## src/lfsc_defines.svh

```systemverilog
`ifndef LFSC_DEFINES_SVH
`define LFSC_DEFINES_SVH

// Byte offsets of the AXI4-Lite register map
`define LFSC_OFS_MAIN 8'h00
`define LFSC_OFS_WAVE 8'h04
`define LFSC_OFS_CKSTP 8'h08
`define LFSC_OFS_MODE 8'h0C
`define LFSC_OFS_STAT 8'h10

// Reset values
`define LFSC_RST_MAIN 8'h80
`define LFSC_RST_WAVE 8'h60
`define LFSC_RST_CKSTP 8'hFF
`define LFSC_RST_MODE 8'h00

// Reserved bits that always read as one
`define LFSC_MAIN_FIXED 8'h80
`define LFSC_WAVE_FIXED 8'h60
`define LFSC_CKSTP_FIXED 8'hF0

// Field positions
`define LFSC_MAIN_PWR_BIT 6
`define LFSC_MAIN_RUN_BIT 5
`define LFSC_MAIN_SHOW_BIT 4
`define LFSC_WAVE_AB_BIT 7
`define LFSC_WAVE_BOOST_BIT 4
`define LFSC_CKSTP_LCD_BIT 0

// AXI responses
`define LFSC_RESP_OKAY 2'b00
`define LFSC_RESP_SLVERR 2'b10

// Frame timing: one frame spans this many operating clock ticks
`define LFSC_FRAME_TICKS 256
`define LFSC_FRAME_TICKS_DUTY3 192
// Charge pulse period in frame ticks (eighths need 8, 1/32 needs 32)
`define LFSC_CHG_PERIOD 32

`endif

```

## src/lfsc_pkg.sv

```systemverilog
`default_nettype none
package lfsc_pkg;

  typedef struct packed {
    logic drive_power_switch;
    logic controller_activate;
    logic display_data_select;
    logic [3:0] frame_clock_select;
  } lfsc_main_type;

  typedef struct packed {
    logic ab;
    logic boost_supply_select;
    logic [3:0] charge_pulse_duty_select;
  } lfsc_wave_type;

  typedef struct packed {
    logic [3:0] other;
    logic lcd_run;
  } lfsc_ckstp_type;

  typedef struct packed {
    logic duty3;
    logic sub_mode;
    logic chip_standby;
  } lfsc_mode_type;

  typedef enum logic [2:0] {
    LFSC_W_IDLE = 3'b001,
    LFSC_W_RESP = 3'b010,
    LFSC_W_HOLD = 3'b100
  } lfsc_wstate_type;

  typedef struct packed {
    logic drive_on;
    logic boost_on;
    logic wave_b;
    logic blank;
    logic frame_tick;
    logic split_conn;
  } lfsc_out_type;

endpackage : lfsc_pkg
`default_nettype wire

```

## src/lfsc_ctrl.sv

```systemverilog
// Chosen here: the placing of the registers and the AXI4-Lite interface to the registers.
`include "lfsc_defines.svh"
`default_nettype none

// Functional notes
// - Display select 0 blanks, 1 shows RAM
// - Subclock undivided, halved, quartered; bit2 ignored
// - System clock divided by 2 to 256
// - System-clock selection stops in sub modes
// - Subclock frames 128, 64, 32 Hz
// - 250 kHz dividers give 488 to 3.8 Hz
// - One-third duty runs frames four-thirds faster
// - Second register resets 0x60, bits 6:5 fixed
// - Bit 7 selects A or B waveform
// - Bit 4 picks 5 V source and regulator
// - Charge duty codes: high, n/8, low, 1/16, 1/32
// - Pulse duty sets split-resistance connected fraction
// - Zero duty keeps split-resistance connected
// - Standby bit 0 parks controller, resets 1
// - Clearing activate halts, supply off, registers kept
// - Power switch gated by activate and standby
module lfsc_ctrl (
  // Clock and reset
  input wire logic aclk,
  input wire logic aresetn,
  // Clock sources as enables
  input wire logic subclk_en,
  // AXI4-Lite write
  input wire logic [7:0] s_axi_awaddr,
  input wire logic s_axi_awvalid,
  output logic s_axi_awready,
  input wire logic [31:0] s_axi_wdata,
  input wire logic [3:0] s_axi_wstrb,
  input wire logic s_axi_wvalid,
  output logic s_axi_wready,
  output logic [1:0] s_axi_bresp,
  output logic s_axi_bvalid,
  input wire logic s_axi_bready,
  // AXI4-Lite read
  input wire logic [7:0] s_axi_araddr,
  input wire logic s_axi_arvalid,
  output logic s_axi_arready,
  output logic [31:0] s_axi_rdata,
  output logic [1:0] s_axi_rresp,
  output logic s_axi_rvalid,
  input wire logic s_axi_rready,
  // Panel side controls
  output lfsc_pkg::lfsc_out_type lcd_out
);

  typedef struct packed {
    lfsc_pkg::lfsc_main_type main;
    lfsc_pkg::lfsc_wave_type wave;
    lfsc_pkg::lfsc_ckstp_type ckstp;
    lfsc_pkg::lfsc_mode_type mode;
    lfsc_pkg::lfsc_wstate_type wst;
    logic [1:0] bresp;
    logic rvalid;
    logic [1:0] rresp;
    logic [31:0] rdata;
    logic [7:0] sysdiv;
    logic [1:0] subdiv;
    logic [7:0] fcnt;
    logic [4:0] ccnt;
    lfsc_pkg::lfsc_out_type out;
  } lfsc_state_type;

  lfsc_state_type state_ff;
  lfsc_state_type nxt_state;

  logic wr_fire;
  logic rd_fire;
  logic op_tick;
  logic running;
  logic frame_end;
  logic split_on;
  logic [7:0] rd_byte;
  logic rd_ok;
  logic [7:0] wb;

  // Address and data taken together, so either order from the master is fine
  assign s_axi_awready = (state_ff.wst == lfsc_pkg::LFSC_W_IDLE) && s_axi_wvalid;
  assign s_axi_wready = (state_ff.wst == lfsc_pkg::LFSC_W_IDLE) && s_axi_awvalid;
  assign wr_fire = s_axi_awvalid && s_axi_wvalid && s_axi_awready;
  assign s_axi_bvalid = (state_ff.wst == lfsc_pkg::LFSC_W_RESP);
  assign s_axi_bresp = state_ff.bresp;
  assign s_axi_arready = !state_ff.rvalid;
  assign rd_fire = s_axi_arvalid && s_axi_arready;
  assign s_axi_rvalid = state_ff.rvalid;
  assign s_axi_rresp = state_ff.rresp;
  assign s_axi_rdata = state_ff.rdata;
  assign lcd_out = state_ff.out;
  assign wb = s_axi_wdata[7:0];

  // Controller runs only when activated and out of module standby
  assign running = state_ff.main.controller_activate && state_ff.ckstp.lcd_run;

  always_comb begin
    rd_ok = 1'b1;
    rd_byte = 8'h00;
    case (s_axi_araddr)
      `LFSC_OFS_MAIN: rd_byte = `LFSC_MAIN_FIXED | {1'b0, state_ff.main};
      `LFSC_OFS_WAVE: rd_byte = `LFSC_WAVE_FIXED | {state_ff.wave.ab, 2'b00,
                                state_ff.wave.boost_supply_select,
                                state_ff.wave.charge_pulse_duty_select};
      `LFSC_OFS_CKSTP: rd_byte = `LFSC_CKSTP_FIXED | {3'b000, state_ff.ckstp};
      `LFSC_OFS_MODE: rd_byte = {5'h00, state_ff.mode};
      `LFSC_OFS_STAT: rd_byte = {2'b00, state_ff.out};
      default: rd_ok = 1'b0;
    endcase
  end

  // Operating clock tick from the selected source
  always_comb begin
    op_tick = 1'b0;
    if (state_ff.main.frame_clock_select[3]) begin
      // Halted system clock in sub modes: no ticks, display stops
      if (!state_ff.mode.sub_mode) begin
        case (state_ff.main.frame_clock_select[2:0])
          3'h0: op_tick = state_ff.sysdiv[0] == 1'b1;
          3'h1: op_tick = state_ff.sysdiv[1:0] == 2'h3;
          3'h2: op_tick = state_ff.sysdiv[2:0] == 3'h7;
          3'h3: op_tick = state_ff.sysdiv[3:0] == 4'hF;
          3'h4: op_tick = state_ff.sysdiv[4:0] == 5'h1F;
          3'h5: op_tick = state_ff.sysdiv[5:0] == 6'h3F;
          3'h6: op_tick = state_ff.sysdiv[6:0] == 7'h7F;
          default: op_tick = state_ff.sysdiv == 8'hFF;
        endcase
      end
    end else begin
      case (state_ff.main.frame_clock_select[1:0])
        2'h0: op_tick = subclk_en;
        2'h1: op_tick = subclk_en && state_ff.subdiv[0];
        default: op_tick = subclk_en && (state_ff.subdiv == 2'h3);
      endcase
    end
  end

  // Shorter frame for one-third duty gives the 4/3 rate
  assign frame_end = state_ff.mode.duty3 ?
    (state_ff.fcnt == 8'(`LFSC_FRAME_TICKS_DUTY3 - 1)) :
    (state_ff.fcnt == 8'(`LFSC_FRAME_TICKS - 1));

  // Connected share of the charge period
  always_comb begin
    split_on = 1'b0;
    casez (state_ff.wave.charge_pulse_duty_select)
      4'b0000: split_on = 1'b1;
      4'b0111: split_on = 1'b0;
      4'b10??: split_on = state_ff.ccnt[4:1] == 4'h0;
      4'b11??: split_on = state_ff.ccnt == 5'h00;
      default: split_on = state_ff.ccnt[2:0] < state_ff.wave.charge_pulse_duty_select[2:0];
    endcase
  end

  always_comb begin
    nxt_state = state_ff;
    nxt_state.out.frame_tick = 1'b0;
    if (wr_fire) begin
      nxt_state.wst = lfsc_pkg::LFSC_W_RESP;
      nxt_state.bresp = `LFSC_RESP_OKAY;
      if (s_axi_wstrb[0]) begin
        case (s_axi_awaddr)
          `LFSC_OFS_MAIN: nxt_state.main = wb[6:0];
          `LFSC_OFS_WAVE: nxt_state.wave = {wb[7], wb[4:0]};
          `LFSC_OFS_CKSTP: nxt_state.ckstp = wb[4:0];
          `LFSC_OFS_MODE: nxt_state.mode = wb[2:0];
          `LFSC_OFS_STAT: nxt_state.bresp = `LFSC_RESP_OKAY;
          default: nxt_state.bresp = `LFSC_RESP_SLVERR;
        endcase
      end else if (!(s_axi_awaddr inside {`LFSC_OFS_MAIN, `LFSC_OFS_WAVE,
                   `LFSC_OFS_CKSTP, `LFSC_OFS_MODE, `LFSC_OFS_STAT})) begin
        nxt_state.bresp = `LFSC_RESP_SLVERR;
      end
    end
    case (state_ff.wst)
      lfsc_pkg::LFSC_W_IDLE: begin
      end
      lfsc_pkg::LFSC_W_RESP: begin
        if (s_axi_bready) begin
          nxt_state.wst = lfsc_pkg::LFSC_W_IDLE;
        end
      end
      default: nxt_state.wst = lfsc_pkg::LFSC_W_IDLE;
    endcase
    if (rd_fire) begin
      nxt_state.rvalid = 1'b1;
      nxt_state.rdata = {24'h000000, rd_byte};
      nxt_state.rresp = rd_ok ? `LFSC_RESP_OKAY : `LFSC_RESP_SLVERR;
    end else if (state_ff.rvalid && s_axi_rready) begin
      nxt_state.rvalid = 1'b0;
    end
    // Dividers clear while halted so restart begins on a clean frame
    if (running) begin
      nxt_state.sysdiv = state_ff.sysdiv + 8'h01;
      if (subclk_en) begin
        nxt_state.subdiv = state_ff.subdiv + 2'h1;
      end
      if (op_tick) begin
        if (frame_end) begin
          nxt_state.fcnt = 8'h00;
          nxt_state.out.frame_tick = 1'b1;
          nxt_state.ccnt = state_ff.ccnt + 5'h01;
        end else begin
          nxt_state.fcnt = state_ff.fcnt + 8'h01;
        end
      end
    end else begin
      nxt_state.sysdiv = 8'h00;
      nxt_state.subdiv = 2'h0;
      nxt_state.fcnt = 8'h00;
      nxt_state.ccnt = 5'h00;
    end
    nxt_state.out.blank = !(state_ff.main.display_data_select && running);
    nxt_state.out.wave_b = state_ff.wave.ab;
    nxt_state.out.boost_on = state_ff.wave.boost_supply_select && running;
    nxt_state.out.drive_on = state_ff.main.drive_power_switch && running
                             && !state_ff.mode.chip_standby;
    nxt_state.out.split_conn = running && split_on;
  end

  always_ff @(posedge aclk) begin
    if (!aresetn) begin
      state_ff.main <= 7'h00;
      state_ff.wave <= 6'h00;
      state_ff.ckstp <= 5'h1F;
      state_ff.mode <= 3'(`LFSC_RST_MODE);
      state_ff.wst <= lfsc_pkg::LFSC_W_IDLE;
      state_ff.bresp <= `LFSC_RESP_OKAY;
      state_ff.rvalid <= 1'b0;
      state_ff.rresp <= `LFSC_RESP_OKAY;
      state_ff.rdata <= 32'h00000000;
      state_ff.sysdiv <= 8'h00;
      state_ff.subdiv <= 2'h0;
      state_ff.fcnt <= 8'h00;
      state_ff.ccnt <= 5'h00;
      state_ff.out <= 6'h04;
    end else begin
      state_ff <= nxt_state;
    end
  end

endmodule : lfsc_ctrl
`default_nettype wire

```

## config.mk

```make
export PLATFORM = sky130hd
export DESIGN_NAME = lfsc_ctrl
export DESIGN_NICKNAME = d
export VERILOG_FILES = /design/src/lfsc_pkg.sv /design/src/lfsc_ctrl.sv
export VERILOG_INCLUDE_DIRS = /design/src
export SDC_FILE = /design/constraint.sdc
export NUM_CORES = 1
export LEC_CHECK = 0
export BUFFER_PORTS_ARGS = -buffer_cell sky130_fd_sc_hd__buf_2
export CORE_ASPECT_RATIO = 0.9
export CORE_MARGIN = 1.5
export CORE_UTILIZATION = 38
export CTS_CLUSTER_SIZE = 40
export DETAILED_ROUTE_END_ITERATION = 8
export PLACE_DENSITY_LB_ADDON = 0.1
export SETUP_SLACK_MARGIN = 0.5
export SYNTH_ARGS = -nofsm -noshare
export SYNTH_HDL_FRONTEND = slang
export SYNTH_SLANG_ARGS = --single-unit
```

## constraint.sdc

```tcl
create_clock -name aclk -period 2.65 [get_ports aclk]
set_input_delay 0.53 -clock aclk [delete_from_list [all_inputs] [get_ports aclk]]
set_output_delay 0.53 -clock aclk [all_outputs]
set_load 0.05 [all_outputs]
```

* Word-level counts from Yosys, hierarchy flattened
Index checks and enable logic that the tools add are counted.
** Operators by class
- Eq/ne operators :: 30
- $add $sub $neg :: 4
- Reductions and logical operators :: 35
- Muxes and demuxes :: 19
- $lt $le $gt $ge :: 1
** Operators with widths (number)
- case mux 8 bit (5 select lines) :: 1
- == test 8 x 4 -> 1 bit, second input constant :: 4
- == test 8 bit, second input constant :: 3
- adder 8 x 1 -> 8 bit, second input constant :: 2
- == test 8 x 3 -> 1 bit, second input constant :: 2
- == test 8 x 5 -> 1 bit, second input constant :: 2
- logical NOT 8 bit :: 2
- AND reduction 3 bit :: 5
- logical AND 1 bit :: 14
- == test 3 bit, second input constant :: 4
- OR reduction 5 bit :: 2
- == test 3 x 2 -> 1 bit, second input constant :: 3
- == test 2 bit, second input constant :: 4
- logical NOT 4 bit :: 2
- 2-to-1 mux 2 bit :: 4
- 2-to-1 mux 8 bit :: 1
- == test 7 bit, second input constant :: 1
- 2-to-1 mux 1 bit :: 7
- case mux 1 bit (7 select lines) :: 1
- == test 3 x 1 -> 1 bit, second input constant :: 2
- == test 6 bit, second input constant :: 1
- case mux 3 bit (2 select lines) :: 1
- adder 5 x 1 -> 5 bit, second input constant :: 1
- == test 5 bit, second input constant :: 1
- 16 further kinds :: 19
** Word-level totals
- Register bits after elaboration :: 66
- Input bits :: 60
- Logic and storage cells :: 116
- Output and inout port bits :: 47

* Longest topological paths before layout
Gate-level depths: netlist (run 1).
- Depth in word-level cells :: 7
- Depth in mapped cells :: 11
- Gate-level depth less buffers :: 10

* Worst setup path before layout (run 1)
No wires, ideal clock.
- Path type :: input to register
- From :: in s_axi_awvalid
- To :: reg state_ff[83] (netlist name)
- Library setup time :: 0.116 ns
- Path buffers :: 0
- Stages :: 6
- Slack :: -0.822 ns
- Required time :: 2.534 ns
- Arrival time :: 3.356 ns
- Cell sequence :: nor4bb_1 nand2_1 nand4bb_1 nor3_4 mux2i_1 nor2b_1
** Between the ends
- Cells in the longest elaborated chain, start to end :: 3
** RTL lines
- start, declared :: RTL line lfsc_ctrl.sv:30 : input wire logic s_axi_awvalid,
- logical AND 1 bit (2 in a row) :: RTL line lfsc_ctrl.sv:84 : assign wr_fire = s_axi_awvalid && s_axi_wvalid && s_axi_awready;
- AND reduction 3 bit (no source line)
- end signal, assigned :: RTL line lfsc_ctrl.sv:239 : state_ff <= nxt_state;
- end, declared :: RTL line lfsc_ctrl.sv:68 : lfsc_state_type state_ff;
Every way passes these cells.
A chain may end at the register's enable or synchronous reset.

* Worst setup path after layout (run 1)
- From :: reg state_ff[22] (netlist name)
- To :: reg state_ff[6] (netlist name)
** Between the ends
- Cells in the longest elaborated chain, start to end :: 5
- Elaborated cells on any way between the ends :: 11
- Those cells by class :: eq/ne: 7; mux: 3; reduce/logical: 1
** RTL lines
- == test 8 bit, or another cell as far along :: RTL line lfsc_ctrl.sv:127 : default: op_tick = state_ff.sysdiv == 8'hFF;
- case mux 1 bit (7 select lines) (*) :: RTL line lfsc_ctrl.sv:119 : case (state_ff.main.frame_clock_select[2:0])
- 2-to-1 mux 1 bit (*) :: RTL line lfsc_ctrl.sv:118 : if (!state_ff.mode.sub_mode) begin
- 2-to-1 mux 1 bit (*) :: RTL line lfsc_ctrl.sv:116 : if (state_ff.main.frame_clock_select[3]) begin
- AND reduction 2 bit (no source line) (*)
Mark *: on every way between the ends. The rest lies on a longest branch, timed or not.

==> impl_metrics.py, run 1 <==
metrics = {
    "sta": {
        "rsz0062_at_grt": "true",
        "hold_viol": 0,
        "worst_pin_slew_ns": 0.518,
        "finalSetupTns_ns": 0,
        "finalSetupViolations": 0,
        "fin_crit_ns": 2.10,
        "drv_slew": 0,
        "clock-skew-final_ns": 0.0100,
        "period_share_pct": 79.4,
        "slew_headroom_pct": 65.5,
        "fmax_mhz": 475,
    },
    "outcome": {
        "outcome": "finished clean",
    },
    "synthesis": {
        "syn_area_per_cell_um2": 9.00,
        "synthArstFlopShare_pct": 0,
        "synthDistinctLibCells": 48,
        "syn_area_um2": 3350,
        "synth_ff_type": "dfxtp_1",
        "ys_seq_elements": 63,
        "yosysWarnings": 0,
        "synth_enable_flop_cells": 0,
        "synth_seq_area_share_pct": 37.7,
        "synthCells": 372,
    },
    "floorplanning": {
        "die_w_um": 102,
        "rows": 32,
        "core-area_um2": 8570,
        "ios": 107,
        "dieArea_um2": 9380,
        "die_h_um": 92.0,
        "initial_core_util_pct": 39.1,
    },
    "detailed_routing": {
        "via_count": 2611,
        "drt.antenna.violating_nets": 0,
        "drc": 0,
        "drtIter0Drc": 77,
        "first_pass_iters": 4,
        "via_per_inst": 4.80,
        "avgRoutedWirePerCell_um": 13.5,
        "wl_mm": 7.36,
    },
    "critical_path": {
        "crit_required_ns": 2.93,
        "cp_data_arrival_time_ns": 2.39,
        "worstPathCellList": "ha_4, nand3_4, inv_4, ha_4, nand3b_1, a21oi_2, nor4_2, buf_4, or2_4, or3_4, a21oi_2",
        "end_kind": "register",
        "cp_slowest_cell": "dfxtp_4",
        "crit_path_max_incr_delay_ns": 0.39,
        "critPathMaxFanout": 7,
        "critPathBufInv": 2,
        "crit_family": "simple AND/OR/NAND/NOR gates",
        "worstSetupStartpointType": "register",
        "crit_type": "register to register",
    },
    "finish": {
        "nNetsFinal": 490,
        "fill_cells": 863,
        "diodes": 0,
        "utilization_pct": 45.5,
        "finalNonFillerCells": 544,
        "syn_to_final_growth_pct": 16.5,
        "drive_gt1_share_pct": 25.2,
    },
    "run": {
        "maxCapViolations": 0,
    },
    "grt": {
        "overflow": 0,
        "grt_max_degree": 24,
        "grt_pass1_wl_mm": 11.9,
        "first_global_vias": 2388,
        "track_usage_pct": 16.5,
        "antenna_found_initial": 0,
    },
    "power": {
        "p_leak_nw": 1.59,
        "irDropWorstVdd_mv": 0.248,
        "power.density_nw_per_um2": 517,
    },
    "placement": {
        "gp_congestion": 0.735,
        "hpwl_mm": 5.12,
        "port_buffers": 53,
        "place_inst": 519,
    },
    "clock_tree": {
        "cts.clk_slew.worst_paths_ns": 0.07,
        "insertion_delay_ns": 0.34,
        "htree_levels": 3,
        "cts_num_sinks": 63,
        "root_buffer": "clkbuf_8",
        "cts_tree": "yes",
        "cts_buffers": 9,
        "clk_path_buf_depth": 2,
    },
    "worst_hold_path": {
        "hp-class": "register to register",
    },
}
==> cells in the final DEF (no fill, tap or decap), drive strengths merged, types with 4 or more instances in the layout <==
cell type,count
nand2,19
a21oi,13
inv,12
nand3,15
nor2b,28
buf,68
conb,27
a22oi,12
ha,10
nand3b,8
o22ai,4
o21ai,13
and2,5
nor2,23
clkbuf,11
mux2i,28
nor4,4
dfxtp,63
nor3,6
a31oi,5
xnor2,7
xor2,4
==> worst register-to-register path: cells and delay by family (launching register included) <==
kind	cells	cell delay (ns)
compound gates	2	0.27
fa+ha+maj	2	0.27
simple gates	5	0.88
buf+inv	2	0.25
flops	1	0.39
==> kinds of logic (layout without fill, tap and decap cells) <==
group | after synthesis | count (layout) | share of synthesized area [%]
AND/OR/NAND/NOR | 129 | 129 | 22.6
other | 1 | 27 | 0.112
XOR/XNOR | 11 | 11 | 2.88
AO/OA/AOI/OAI | 61 | 61 | 11.6
multiplexers | 28 | 28 | 8.37
buffers and inverters | 69 | 96 | 13.0
flip-flops | 63 | 63 | 37.7
adder cells (fa/ha/maj) | 10 | 10 | 3.74
==> cell usage after synthesis (3+ instances only) <==
| cell | instances | area, um2 |
|---|---|---|
| nor2_1 | 23 | 86.3 |
| o22ai_1 | 4 | 25.0 |
| buf_4 | 43 | 323 |
| nand3_1 | 15 | 75.1 |
| mux2i_1 | 28 | 280 |
| inv_1 | 12 | 45.0 |
| a31oi_1 | 5 | 31.3 |
| xnor2_1 | 7 | 61.3 |
| ha_1 | 10 | 125 |
| a22oi_1 | 12 | 90.1 |
| and3_1 | 3 | 18.8 |
| nor3_1 | 5 | 25.0 |
| nand3b_1 | 8 | 60.1 |
| nor4_1 | 3 | 18.8 |
| nor2b_1 | 28 | 175 |
| a21oi_1 | 13 | 65.1 |
| dfxtp_1 | 63 | 1260 |
| nand4_1 | 3 | 18.8 |
| clkbuf_1 | 12 | 45.0 |
| xor2_1 | 4 | 35.0 |
| nand2_1 | 19 | 71.3 |
| o21ai_0 | 13 | 65.1 |
| and2_1 | 5 | 31.3 |
| o31ai_1 | 3 | 22.5 |
==> cell type report <==
type,instances,area (um2),area share (%)
Clock buffer,11,141,3.63
Sequential cell,63,1270,32.6
Inverter,12,47.5,1.22
Multi-Input combinational cell,266,1860,47.6
Clock inverter,5,57.6,1.48
Tap cell,119,149,3.82
Timing Repair Buffer,68,378,9.69
==> per-layer routing <==
metal | wire [um] | vias up | GRT usage [%]
met5 | 0 | - | 0
met4 | 66 | 0 | 4.11
met3 | 323 | 6 | 5.11
met2 | 3200 | 58 | 24.3
met1 | 3760 | 1216 | 23.2
li1 | - | 1331 | -
==> registers in the layout, summed over array words and instances (netlist names) <==
signal        count
s_axi_rdata       8
s_axi_bresp       1
nxt_state         1
state_ff         45
lcd_out           6
s_axi_rresp       1
s_axi_rvalid      1
==> metrics by stage <==
| step | hold WS [ns] | setup WS (ns) | area (um2) | power, mW |
|---|---|---|---|---|
| finish | 0.399 | 0.546 | 3900 | 2.02 |
| global route | 0.404 | 0.460 | 3900 | 2.10 |
| CTS | 0.395 | 0.501 | 3790 | 2.04 |
| detailed placement | 0.382 | 0.249 | 3530 | 1.19 |
| global placement | 0.383 | 0.270 | 3530 | 1.19 |
| floorplan | 0.367 | 0.316 | 3470 | 1.17 |
==> power breakdown <==
group	switching [mW]	internal (mW)	total [mW]	leakage (nW)
Combinational	0.164	0.0547	0.219	0.987
Sequential	0.00393	0.949	0.953	0.511
Clock	0.387	0.458	0.845	0.0916
==> worst paths after layout <==
kind | startpoint | depth (start not counted) | slack (ns) | endpoint
max | state_ff[22]$_SDFF_PN0_ | 11 | 0.55 | state_ff[6]$_SDFFE_PN0P_
min reg2reg | state_ff[87]$_SDFFE_PN0P_ | 1 | 0.40 | lcd_out[2]$_SDFF_PN1_
max reg2reg | state_ff[22]$_SDFF_PN0_ | 11 | 0.55 | state_ff[6]$_SDFFE_PN0P_
min | state_ff[87]$_SDFFE_PN0P_ | 1 | 0.40 | lcd_out[2]$_SDFF_PN1_
==> what timing repair did <==
action                                  CTS  global route
gates resized for setup                   9            16
hold buffers                              0             0
pin swaps                                 3             6
buffers inserted                          4             5
endpoints found under the setup margin    9            12
(Power assumes the default switching activity.)
==> inputs of run 2 (changes only) <==
--- a/config.mk
+++ b/config.mk
@@ -6,6 +6,7 @@
 export SDC_FILE = /design/constraint.sdc
 export NUM_CORES = 1
 export LEC_CHECK = 0
+export ABC_AREA = 1
 export BUFFER_PORTS_ARGS = -buffer_cell sky130_fd_sc_hd__buf_2
 export CORE_ASPECT_RATIO = 0.9
 export CORE_MARGIN = 1.5
==> constraint.sdc (replaced) <==
create_clock -name aclk -period 1.85 [get_ports aclk]
set_input_delay 0.37 -clock aclk [delete_from_list [all_inputs] [get_ports aclk]]
set_output_delay 0.37 -clock aclk [all_outputs]
set_load 0.05 [all_outputs]
==> run 2 against run 1 <==
Compared with the run above:
- final area up 15%
- wire length up 7.9%
- sequential power up 44%
- register-to-register slack worse by 0.40 ns
- power up 47%
- maximum frequency up 23%
- combinational power up 89%
- critical path depth up 2
- global-route usage up 1.2 points
==> impl_metrics.py, run 2 <==
metrics = {
    "sta": {
        "hold_viol": 0,
        "slew_headroom_pct": 66.0,
        "fmax_mhz": 587,
        "hold_slack_ns": 0.268,
        "period_share_pct": 92.1,
        "worst_pin_slew_ns": 0.509,
        "rsz0062_at_grt": "true",
        "fin_crit_ns": 1.70,
        "drv_slew": 0,
        "clock-skew-final_ns": 0.0107,
        "finalSetupViolations": 0,
        "finalSetupTns_ns": 0,
    },
    "critical_path": {
        "worstSetupStartpointType": "register",
        "cp_data_arrival_time_ns": 1.93,
        "r2r_start": "state_ff[21]$_SDFF_PN0_",
        "end_kind": "register",
        "critPathMaxFanout": 5,
        "crit_type": "register to register",
        "startpoint": "state_ff[21]$_SDFF_PN0_",
        "crit_required_ns": 2.08,
    },
    "power": {
        "p_total_mw": 2.96,
        "p_leak_nw": 1.78,
        "irDropWorstVdd_mv": 0.352,
        "power.density_nw_per_um2": 663,
    },
    "synthesis": {
        "synthDistinctLibCells": 41,
        "syn_area_um2": 3460,
        "synth_seq_area_share_pct": 36.5,
        "synth_enable_flop_cells": 0,
        "synth_area_leaders": "dfxtp_1, buf_4, nand2_1",
        "synthCells": 452,
        "syn_area_per_cell_um2": 7.65,
        "synthTopCellsByCount": "nand2_1, dfxtp_1, buf_4",
        "synth_ff_type": "dfxtp_1",
        "synth_top_cell_by_area": "dfxtp_1",
        "yosysWarnings": 0,
        "ys_seq_elements": 63,
        "yosys.cell_count.top_type": "nand2_1",
        "synthArstFlopShare_pct": 0,
        "synthDominantCellAreaShare_pct": 36.5,
    },
    "grt": {
        "first_global_vias": 2764,
        "track_usage_pct": 17.6,
        "grt_pass1_wl_mm": 13.4,
        "grt_max_degree": 23,
        "overflow": 0,
        "antenna_found_initial": 0,
    },
    "finish": {
        "diodes": 0,
        "mostFrequentLayoutCells": "nand2_1, dfxtp_1, buf_2",
        "nNetsFinal": 592,
        "drive_gt1_share_pct": 38.7,
        "layout_commonest_cell": "nand2_1",
        "largest_reg_flops": 45,
        "regMostFlops": "state_ff",
        "final_area_um2": 4470,
        "syn_to_final_growth_pct": 29.2,
        "fill_cells": 847,
        "finalNonFillerCells": 646,
    },
    "floorplanning": {
        "rows": 32,
        "ios": 107,
        "dieArea_um2": 9680,
        "core-area_um2": 8690,
        "die_h_um": 93.5,
        "initial_core_util_pct": 39.8,
        "die_w_um": 104,
    },
    "clock_tree": {
        "htree_levels": 3,
        "cts_num_sinks": 63,
        "clk_path_buf_depth": 2,
        "hold_buffers": 0,
        "cts_tree": "yes",
        "insertion_delay_ns": 0.34,
        "cts.clk_slew.worst_paths_ns": 0.07,
        "cts_buffers": 9,
        "root_buffer": "clkbuf_8",
    },
    "placement": {
        "gp_congestion": 0.792,
        "port_buffers": 53,
        "hpwl_mm": 5.70,
        "place_inst": 609,
        "place_area_um2": 3760,
    },
    "detailed_routing": {
        "via_per_inst": 4.63,
        "first_pass_iters": 4,
        "wl_mm": 7.94,
        "via_count": 2989,
        "avgRoutedWirePerCell_um": 12.3,
        "drc": 0,
        "drt.antenna.violating_nets": 0,
        "drtIter0Drc": 67,
    },
    "worst_hold_path": {
        "worstHoldStart": "s_axi_bready",
        "hp-class": "input port to register",
    },
    "run": {
        "maxCapViolations": 0,
    },
    "outcome": {
        "outcome": "finished clean",
    },
}
-- run 2: what timing repair did --
item	CTS	global route
pin swaps	13	10
gates cloned	3	0
setup buffers	14	4
gates resized for setup	35	51
endpoints found under the setup margin	34	56
-- run 2: logic make-up after synthesis --
kind of cell	Yosys count	synth area share (%)
xor gates and xnor gates	8	2.03
other	1	0.108
buffers and inverters	101	16.2
AOI/OAI and AO/OA	85	14.1
DFF	63	36.5
adders and majority gates	10	3.62
and+or+nand+nor	184	27.5
-- run 2: worst max-delay path, stage by stage, from the launching register on --
cell     delay (ns)
dfxtp_4        0.36
ha_4           0.17
inv_4          0.06
nor2_4         0.03
ha_2           0.17
nand2_1        0.07
nor3_2         0.04
a21oi_2        0.12
nand2_2        0.08
nand2_4        0.11
nand2_4        0.09
buf_6          0.15
a21oi_2        0.10
nor2_1         0.04
-- run 2: path summary, 6_finish.rpt --
| kind | to | cells past startpoint | slack, ns |
|---|---|---|---|
| setup / recovery | state_ff[16]$_SDFFE_PN0N_ | 13 | 0.15 |
| hold / removal | state_ff[66]$_SDFF_PN1_ | 3 | 0.27 |
| hold reg to reg | lcd_out[3]$_SDFF_PN0_ | 2 | 0.43 |
| setup reg to reg | state_ff[16]$_SDFFE_PN0N_ | 13 | 0.15 |
-- run 2: layout make-up --
cell class	count	area [um2]	area share (%)
Sequential cell	63	1280	28.6
Multi-Input combinational cell	317	2040	45.7
Clock buffer	13	149	3.33
Timing Repair Buffer	81	597	13.4
Inverter	50	210	4.70
Tap cell	119	149	3.33
Clock inverter	3	42.5	0.952
-- run 2: layer usage --
layer / routed length (um) / part of all wire (%) / vias to the layer above / track usage (%)
met3: 395 / 5.0 / 5 / 5.30
met2: 3440 / 43 / 69 / 27.6
li1: - / - / 1566 / -
met5: 0 / 0 / - / 0
met1: 4030 / 51 / 1349 / 23.8
met4: 71 / 0.89 / 0 / 4.28
-- run 2: power breakdown --
group	switching, mW	total [mW]	internal [mW]
sequential	0.00838	1.37	1.37
clock	0.517	1.18	0.659
combinational	0.301	0.413	0.111
total	0.827	2.96	2.14
-- run 2: per-stage QoR --
step | utilization, % | worst slack [ns]
floorplan | - | 0.245
global placement | 43.3 | 0.0734
detailed placement | 43.3 | 0.0761
CTS | 49.0 | 0.126
global route | 51.4 | 0.0142
finish | 51.4 | 0.146
